[config.mk]
export PLATFORM = sky130hd
export DESIGN_NAME = adc_conversion_sequencer
export DESIGN_NICKNAME = d
export VERILOG_FILES = /design/src/adc_seq_pkg.sv /design/src/adc_conversion_sequencer.sv
export SDC_FILE = /design/constraint.sdc
export NUM_CORES = 1
export LEC_CHECK = 0
export ABC_CLOCK_PERIOD_IN_PS = 3000
export BUFFER_PORTS_ARGS = -buffer_cell sky130_fd_sc_hd__buf_2
export CORE_UTILIZATION = 45
export DETAILED_ROUTE_END_ITERATION = 6
export PLACE_DENSITY = 0.76
export SLEW_MARGIN = 20
export SYNTH_ARGS = -nofsm -noshare
export SYNTH_HDL_FRONTEND = slang
export SYNTH_SLANG_ARGS = --single-unit
[constraint.sdc]
create_clock -name clock -period 3 [get_ports clock]
set_clock_uncertainty 0.2 [all_clocks]
set_input_delay 0.15 -clock clock [delete_from_list [all_inputs] [get_ports clock]]
set_output_delay 0.15 -clock clock [all_outputs]
set_load 0.02 [all_outputs]
[src/adc_seq_pkg.sv]
// constants for the conversion sequencer
package adc_seq_pkg;
  localparam int unsigned RUN_BIT        = 7;
  localparam int unsigned TRIG_SEL_BIT   = 6;
  localparam int unsigned REF_EN_BIT     = 0;
  localparam int unsigned EDGE_LO_BIT    = 1;
  localparam int unsigned EDGE_HI_BIT    = 2;
  localparam int unsigned SAR_BITS       = 8;
  localparam int unsigned CHAN_BITS      = 3;
  localparam logic [7:0]  MODE_RST       = 8'h00;
  localparam logic [2:0]  CHAN_RST       = 3'h0;
  localparam logic [7:0]  RESULT_RST     = 8'h00;
  localparam int unsigned SAMPLE_CYCLES  = 4;
  localparam int unsigned STEP_CYCLES    = 2;
endpackage

[src/adc_conversion_sequencer.sv]
// successive-approximation conversion sequencer
//
// Overview of operation
// - standby halts all conversion activity
// - run clear stops; ref follows ref enable bit
// - coincident result read completes before update
// - trigger edges ignored while converting
// - mode/channel write at end suppresses result
// - channel write leaves done flag unchanged
// - done may reflect previously selected channel
// - ref enabled first result is valid
// - ref disabled first result marked undefined
// - stop at conversion end voids result
// - software start repeats until run cleared
// - register write aborts and restarts conversion
// - trigger mode waits for edge, converts once
// - eight decisions latch result, raise done
`timescale 1ns/1ps
module adc_conversion_sequencer
  import adc_seq_pkg::*;
#(
  parameter int unsigned SAMPLE_CYC = SAMPLE_CYCLES,
  parameter int unsigned STEP_CYC   = STEP_CYCLES
) (
  input  wire logic       clock,
  input  wire logic       rst,
  input  wire logic       clk_en,
  input  wire logic       standby,
  input  wire logic       mode_wr,
  input  wire logic [7:0] mode_wdata,
  input  wire logic       chan_wr,
  input  wire logic [2:0] chan_wdata,
  input  wire logic       result_rd,
  input  wire logic       done_clr,
  input  wire logic       trigger_input_pin,
  input  wire logic       comparator_out,
  output logic [7:0]      converter_mode_reg,
  output logic [2:0]      channel_select_reg,
  output logic [7:0]      result_reg,
  output logic [7:0]      result_rdata,
  output logic            result_undefined,
  output logic            conversion_done_irq,
  output logic            done_flag,
  output logic            busy,
  output logic            ref_on,
  output logic            sample_en,
  output logic [2:0]      mux_sel,
  output logic [7:0]      dac_code
);

  typedef enum logic [1:0] {IDLE, WAIT_TRIG, SAMPLE, STEP} state_e;

  localparam int unsigned CW = 8;

  state_e          state_r, state_nxt;
  logic [CW-1:0]   cnt_r, cnt_nxt;
  logic [2:0]      bit_r, bit_nxt;
  logic [7:0]      sar_r, sar_nxt;
  logic [2:0]      conv_chan_r;
  logic            first_r;
  logic            first_undef_r;
  logic            trig_q_r;

  wire run       = converter_mode_reg[RUN_BIT];
  wire trig_mode = converter_mode_reg[TRIG_SEL_BIT];
  wire ref_en    = converter_mode_reg[REF_EN_BIT];
  wire new_run   = mode_wdata[RUN_BIT];
  wire new_trig  = mode_wdata[TRIG_SEL_BIT];
  wire new_ref   = mode_wdata[REF_EN_BIT];
  wire reg_wr    = mode_wr | chan_wr;
  wire active    = (state_r == SAMPLE) | (state_r == STEP);
  wire trig_edge = converter_mode_reg[EDGE_LO_BIT]
                 ? (trigger_input_pin & ~trig_q_r)
                 : (~trigger_input_pin & trig_q_r);
  wire step_done = (cnt_r == CW'(STEP_CYC - 1));
  wire last_bit  = (bit_r == 3'h0);
  // eight decisions complete, no coincident register write or standby
  wire conv_end  = (state_r == STEP) & step_done & last_bit;
  wire commit    = conv_end & ~reg_wr & ~standby;
  wire eff_run   = mode_wr ? new_run : run;
  wire eff_trig  = mode_wr ? new_trig : trig_mode;
  wire decided   = sar_r[bit_r] ? comparator_out : 1'b0;
  wire [7:0] sar_final = {sar_r[7:1], decided};
  wire ref_state = mode_wr ? new_ref : ref_en;
  wire samp_start = (state_nxt == SAMPLE) & ((state_r != SAMPLE) | reg_wr);

  ////////////////////////////////////////////////////////////////////////
  // next state
  always_comb begin
    state_nxt = state_r;
    cnt_nxt   = cnt_r;
    bit_nxt   = bit_r;
    sar_nxt   = sar_r;
    if (standby || !eff_run) begin
      state_nxt = IDLE;
    end else if (reg_wr) begin
      state_nxt = eff_trig ? WAIT_TRIG : SAMPLE;
      cnt_nxt   = '0;
    end else begin
      unique case (state_r)
        IDLE: begin
          state_nxt = trig_mode ? WAIT_TRIG : SAMPLE;
          cnt_nxt   = '0;
        end
        WAIT_TRIG: begin
          if (trig_edge) begin
            state_nxt = SAMPLE;
          end
          cnt_nxt = '0;
        end
        SAMPLE: begin
          cnt_nxt = cnt_r + CW'(1);
          if (cnt_r == CW'(SAMPLE_CYC - 1)) begin
            state_nxt = STEP;
            cnt_nxt   = '0;
            bit_nxt   = 3'h7;
            sar_nxt   = 8'h80;
          end
        end
        STEP: begin
          cnt_nxt = cnt_r + CW'(1);
          if (step_done) begin
            cnt_nxt = '0;
            sar_nxt = sar_r;
            sar_nxt[bit_r] = decided;
            if (last_bit) begin
              state_nxt = trig_mode ? WAIT_TRIG : SAMPLE;
            end else begin
              bit_nxt = bit_r - 3'h1;
              sar_nxt[bit_r - 3'h1] = 1'b1;
            end
          end
        end
      endcase
    end
  end

  ////////////////////////////////////////////////////////////////////////
  // state registers
  always_ff @(posedge clock or posedge rst) begin
    if (rst) begin
      state_r  <= IDLE;
      cnt_r    <= '0;
      bit_r    <= 3'h7;
      sar_r    <= 8'h00;
      trig_q_r <= 1'b0;
    end else if (clk_en) begin
      state_r  <= state_nxt;
      cnt_r    <= cnt_nxt;
      bit_r    <= bit_nxt;
      sar_r    <= sar_nxt;
      trig_q_r <= trigger_input_pin;
    end
  end

  // registers written by software
  always_ff @(posedge clock or posedge rst) begin
    if (rst) begin
      converter_mode_reg <= MODE_RST;
      channel_select_reg <= CHAN_RST;
    end else if (clk_en) begin
      if (mode_wr) begin
        converter_mode_reg <= mode_wdata;
      end
      if (chan_wr) begin
        channel_select_reg <= chan_wdata;
      end
    end
  end

  // channel latched at sampling start; done keeps old channel
  always_ff @(posedge clock or posedge rst) begin
    if (rst) begin
      conv_chan_r <= CHAN_RST;
    end else if (clk_en && samp_start) begin
      conv_chan_r <= chan_wr ? chan_wdata : channel_select_reg;
    end
  end

  // first result after a start, and whether ref was off then
  always_ff @(posedge clock or posedge rst) begin
    if (rst) begin
      first_r       <= 1'b1;
      first_undef_r <= 1'b0;
    end else if (clk_en) begin
      if (state_r == IDLE && state_nxt != IDLE) begin
        first_r       <= 1'b1;
        first_undef_r <= ~ref_state;
      end else if (commit) begin
        first_r <= 1'b0;
      end
    end
  end

  ////////////////////////////////////////////////////////////////////////
  // result, read port and flags
  always_ff @(posedge clock or posedge rst) begin
    if (rst) begin
      result_reg          <= RESULT_RST;
      result_rdata        <= RESULT_RST;
      result_undefined    <= 1'b1;
      conversion_done_irq <= 1'b0;
      done_flag           <= 1'b0;
    end else if (clk_en) begin
      if (result_rd) begin
        result_rdata <= result_reg;
      end
      if (commit) begin
        result_reg       <= sar_final;
        result_undefined <= first_r & first_undef_r;
      end else if (conv_end && !eff_run) begin
        result_undefined <= 1'b1;
      end
      conversion_done_irq <= commit;
      if (commit) begin
        done_flag <= 1'b1; // set beats clear
      end else if (done_clr) begin
        done_flag <= 1'b0;
      end
    end
  end

  // analog-side controls
  always_ff @(posedge clock or posedge rst) begin
    if (rst) begin
      busy      <= 1'b0;
      ref_on    <= 1'b0;
      sample_en <= 1'b0;
      mux_sel   <= CHAN_RST;
      dac_code  <= 8'h00;
    end else if (clk_en) begin
      busy      <= (state_nxt == SAMPLE) | (state_nxt == STEP);
      ref_on    <= ref_state & ~standby;
      sample_en <= (state_nxt == SAMPLE);
      mux_sel   <= samp_start
                 ? (chan_wr ? chan_wdata : channel_select_reg)
                 : conv_chan_r;
      dac_code  <= sar_nxt;
    end
  end
endmodule // adc_conversion_sequencer

==> results.toml, run 1 <==
[die]
fp.coreArea_mm2 = 0.00725
io_pins = 65
rows = 31
initial_core_util_pct = 46.5
die_area_mm2 = 0.00785
die_x_um = 88.6
die_h_um = 88.6

[min_path]
hp-class = "in -> reg"
hold_start = "clk_en"

[place]
pre_cts_ws_ns = 0.479
hpwl_um = 5360
placed_area_mm2 = 0.00377
dp_cells = 476
io_buffers = 64
gp_congestion = 0.829

[sta]
fmax_mhz = 389
slew_headroom_pct = 33.7
setup_slack_ns = 0.431
rsz0062_at_grt = "no"
min_period_ns = 2.57
final-setup-viol-count = 0
min_period_over_period_pct = 85.6
finalHoldViolCount = 0
worst_pin_slew_ns = 0.993
drv_slew = 0
tns_ns = 0

[critical_path]
r2r_start = "bit_r[1]$_DFFE_PP1P_"
startpoint = "bit_r[1]$_DFFE_PP1P_"
crit_type = "reg -> reg"
start_kind = "flip-flop"
cp_max_fo = 15
path_delay_family = "flip-flops"
slowest_delay_ns = 0.68
crit_arrival_ns = 2.57
critPathCaptureType = "flip-flop"
cp_data_required_time_ns = 3.00
cp_cell_sequence = "inv_1, ha_1, nor4bb_1, a311o_1, nand2_1, or3_4, o221ai_1"
crit_path_top_delay_cell = "dfstp_2"
path_buf_inv = 1

[synthesis]
synthesis.nets = 351
ys_types = 60
synth_flop_cell = "dfrtp_1"
yosys.area_share.adder_pct = 1.48
syn_avg_cell_area_um2 = 10.4
yosysWarnings = 0
synth_mux_area_share_pct = 10.6
synthTopCellsByCount = "dfrtp_1, nand2_1, o21ai_0"
synth-compound-area-share_pct = 19.1
synth-edff-count = 0
synth_area_leader_cell = "dfrtp_1"
ys_seq_elements = 63
synth_top_area_share_pct = 43.0
async_reset_ff_share_pct = 100
ys_top_cells_by_area = "dfrtp_1, mux2_2, dfstp_2"
synthXorXnorAreaFrac_pct = 0.260
synth_top_family_by_area = "compound AO/OA/AOI/OAI gates"
syn-instance-count = 326
syn_area_mm2 = 0.00337
synth_most_common_cell = "dfrtp_1"
synth-simple-area-share_pct = 17.3
ys_seq_area_share_pct = 46.9

[cells_and_area]
design_area_mm2 = 0.00413
drive_above_1_share_pct = 31.0
stdcell_count = 506
areaGrowthSynthToFinish_pct = 22.3
fin_nets = 427
antenna_cells = 0

[clock_network]
cts-root-buf = "clkbuf_8"
cts_setup_buffers = 0
ctsLongestPathBuffers = 2
h-tree-depth = 3
cts_tree = "yes"
clkSinkCount = 63
cts_buffers = 9
clk_latency_ns = 0.35
postCtsResizedCells = 0
clk_pin_slew_worst_paths_ns = 0.07

[route]
avgViaCountPerCell = 5.67
ant_nets = 0
avgRoutedWirePerCell_um = 15.5
dr.max_layer_used = "met4"
met2_length_um = 3850
remaining_drc_errors = 0
finalWirelength_um = 7840
wl_met1_um = 3520
met3_length_um = 389
drt_pass1_iterations = 4
initialDrtViolationCount = 251
num_vias = 2867

[grt]
track_usage_pct = 21.6
first_global_vias = 2704
grt_max_degree = 49
grt.overflow.total = 0
grt_pass1_wl_um = 12800
antenna_found_initial = 0

[power]
p_leak_uw = 0.00191
irDropWorstVdd_mv = 0.331
p_per_area_mw_per_mm2 = 499
power_uw = 2060

[outcome]
status = "finished, final reports clean"

[job]
max_cap_violations = 0
## placed cells by master (no fill, tap or decap), drive strengths merged, types with 5 or more instances in the layout
cell type	n
nor3	5
nand3b	5
nor4	5
clkbuf	12
a31oi	6
dlygate4sd3	14
o31ai	6
buf	68
nand2	23
dfstp	5
inv	19
nor2	16
dfrtp	58
a21oi	21
o311ai	5
o41ai	5
o21ai	22
mux2i	6
nand3	6
nand2b	9
mux2	25
## per-stage QoR
stage	hold WS, ns	util, %
after floorplan	0.101	-
after global placement	0.182	52.0
after detailed placement	0.187	52.0
after CTS	0.0135	56.9
after global routing	0.0360	56.9
final	0.0243	56.9
## final cells by class
type	count	area, µm²
clock buffers	12	145
clock inverters	4	70.1
fillers	672	3130
inverters	19	71.3
multi-input cells	227	1640
flip-flops and latches	63	1580
well taps	99	124
repair buffers	82	490
## report_power, final
group / internal [µW] / leakage, µW / switching (µW)
Combinational: 119 / 0.000978 / 164
Sequential: 912 / 0.000819 / 50.6
Clock: 488 / 0.000110 / 326
## repair_timing
| item | CTS | global route |
|---|---|---|
| hold endpoints to repair | 60 | 0 |
| hold buffers | 14 | 0 |
| setup endpoints to repair | 0 | 0 |
## kinds of logic after synthesis
kind of cell / after synthesis
buf+inv: 36
simple gates: 96
compound gates: 95
mux: 31
fa+ha+maj: 4
xor+xnor: 1
flops: 63
## routing by layer
| metal | vias up | GRT usage (%) |
|---|---|---|
| met3 | 7 | 4.57 |
| met2 | 92 | 36.1 |
| met5 | - | 0 |
| met1 | 1400 | 26.9 |
| met4 | 0 | 9.82 |
| li1 | 1368 | - |
## path summary, 6_finish.rpt
kind                       cells after the start  slack (ns)                                 to
max reg2reg                                    7        0.43             mux_sel[2]$_DFFE_PP0P_
min in group asynchronous                      3        0.40          result_reg[5]$_DFFE_PP0P_
max                                            7        0.43             mux_sel[2]$_DFFE_PP0P_
min reg2reg                                    2        0.27                first_r$_DFFE_PP1P_
min                                            2        0.02  channel_select_reg[1]$_DFFE_PP0P_
max in group asynchronous                      4        1.50               cnt_r[2]$_DFFE_PP0P_
Note: power is estimated with default switching activity, not from simulation.
==> inputs of run 2 (changes only) <==
CORE_MARGIN = 8   (was unset)
CORE_UTILIZATION = 30   (was 45)
PLACE_DENSITY = unset   (was 0.76)
==> results.toml, run 2 (synthesized netlist as in run 1, its figures left out) <==
[cells_and_area]
final_common_cell = "buf_2"
layout_common_cells = "buf_2, dfrtp_1, nand2_1, o21ai_0, mux2_2"
fin_nets = 429
antenna_cells = 0
areaGrowthSynthToFinish_pct = 23.9
design_area_mm2 = 0.00418
drive_above_1_share_pct = 31.1

[sta]
final-setup-viol-count = 0
slew_headroom_pct = 43.6
setup_slack_ns = 0.415
fmax_mhz = 387
finalHoldViolCount = 0
worst_pin_slew_ns = 0.845
rsz0062_at_grt = "no"
tns_ns = 0
timing.hold.ws_ns = 0.0491
min_period_over_period_pct = 86.2
drv_slew = 0
min_period_ns = 2.59

[critical_path]
start_kind = "flip-flop"
r2r_start = "bit_r[1]$_DFFE_PP1P_"
cp_data_required_time_ns = 2.99
crit_arrival_ns = 2.58
cp_max_fo = 15
startpoint = "bit_r[1]$_DFFE_PP1P_"
crit_type = "reg -> reg"
critPathCaptureType = "flip-flop"
r2r_setup_slack_ns = 0.41

[die]
fp.coreArea_mm2 = 0.0109
die_x_um = 122
rows = 38
io_pins = 65
initial_core_util_pct = 31.0
die_h_um = 122
die_area_mm2 = 0.0149

[clock_network]
ctsLongestPathBuffers = 2
cts_buffers = 9
cts_tree = "yes"
postCtsResizedCells = 0
clk_latency_ns = 0.34
cts_setup_buffers = 0
clk_pin_slew_worst_paths_ns = 0.07
clkSinkCount = 63
h-tree-depth = 3
cts-root-buf = "clkbuf_8"

[route]
avgRoutedWirePerCell_um = 15.8
drt_pass1_iterations = 5
num_vias = 2850
remaining_drc_errors = 0
finalWirelength_um = 8650
initialDrtViolationCount = 162
ant_nets = 0
avgViaCountPerCell = 5.20

[place]
pre_cts_ws_ns = 0.442
placed_area_mm2 = 0.00383
gp_congestion = 0.827
hpwl_um = 6280
io_buffers = 64

[grt]
antenna_found_initial = 0
grt_pass1_wl_um = 14600
track_usage_pct = 12.1
grt_max_degree = 50
first_global_vias = 2906
grt.overflow.total = 0

[power]
irDropWorstVdd_mv = 0.222
p_per_area_mw_per_mm2 = 476
p_leak_uw = 0.00190
pwr-share-seq_pct = 48.3
p_sw_share_pct = 26.8
power_frac_clock_pct = 37.2
netSwitchingPower_uw = 533
power_frac_comb_pct = 14.5
p_int_uw = 1460
power_uw = 1990

[min_path]
hp-class = "in -> reg"
hold_start = "standby"

[outcome]
status = "finished, final reports clean"

[job]
max_cap_violations = 0
==> run 2: cell types whose count changed in the layout (fill, tap and decap cells not counted), sizes merged <==
cell,delta
bufinv,-1
buf,+1
clkinvlp,+1
inv,-1
dlygate4sd3,+1
==> run 2: timing repair <==
action	CTS	global route
hold buffers	15	0
hold endpoints to repair	64	0
setup endpoints to repair	0	0
==> run 2: power by group through the flow <==
stage                     clock [µW]  combinational (µW)  sequential, µW
after CTS                        772                 292             959
after global routing             808                 316             967
after floorplan                    0                 138            1010
final                            741                 287             960
after detailed placement           0                 276             974
after global placement             0                 270             973
==> run 2: per-stage QoR <==
| step | std cells | util (%) |
|---|---|---|
| 5_1_grt | 548 | 38.4 |
| 4_1_cts | 548 | 38.4 |
| 2_1_floorplan | 326 | - |
| 3_3_place_gp | 518 | 35.2 |
| 6_report | 548 | 38.4 |
| 3_5_place_dp | 518 | 35.2 |
==> run 2: worst paths after layout <==
kind,depth (start not counted),end
max in group asynchronous,4,mux_sel[1]$_DFFE_PP0P_
hold reg to reg,2,first_r$_DFFE_PP1P_
hold / removal,4,state_r[1]$_DFFE_PP0P_
setup / recovery,7,mux_sel[1]$_DFFE_PP0P_
setup reg to reg,7,mux_sel[1]$_DFFE_PP0P_
min in group asynchronous,3,result_rdata[2]$_DFFE_PP0P_
==> run 2: cell type report <==
| type | instances | area [µm²] |
|---|---|---|
| Timing Repair Buffer | 84 | 508 |
| Clock inverter | 3 | 42.5 |
| Tap cell | 140 | 175 |
| Multi-Input combinational cell | 227 | 1640 |
| Fill cell | 1085 | 6710 |
| Inverter | 19 | 72.6 |
| Sequential cell | 63 | 1580 |
| Clock buffer | 12 | 155 |
==> run 2: layer usage <==
metal,wire length [µm],global-route usage (%),vias up
met5,0,0,-
met3,690,4.07,13
li1,-,-,1369
met1,3930,15.4,1379
met4,153,4.72,0
met2,3880,18.6,89
==> run 2: critical path, cell delays in order, from the launching register on <==
cell and delay [ns]:
dfstp_2 0.68, inv_1 0.13, ha_1 0.31, nor4bb_1 0.18, a311o_1 0.39, nand2_1 0.22, or3_4 0.21, o221ai_1 0.11
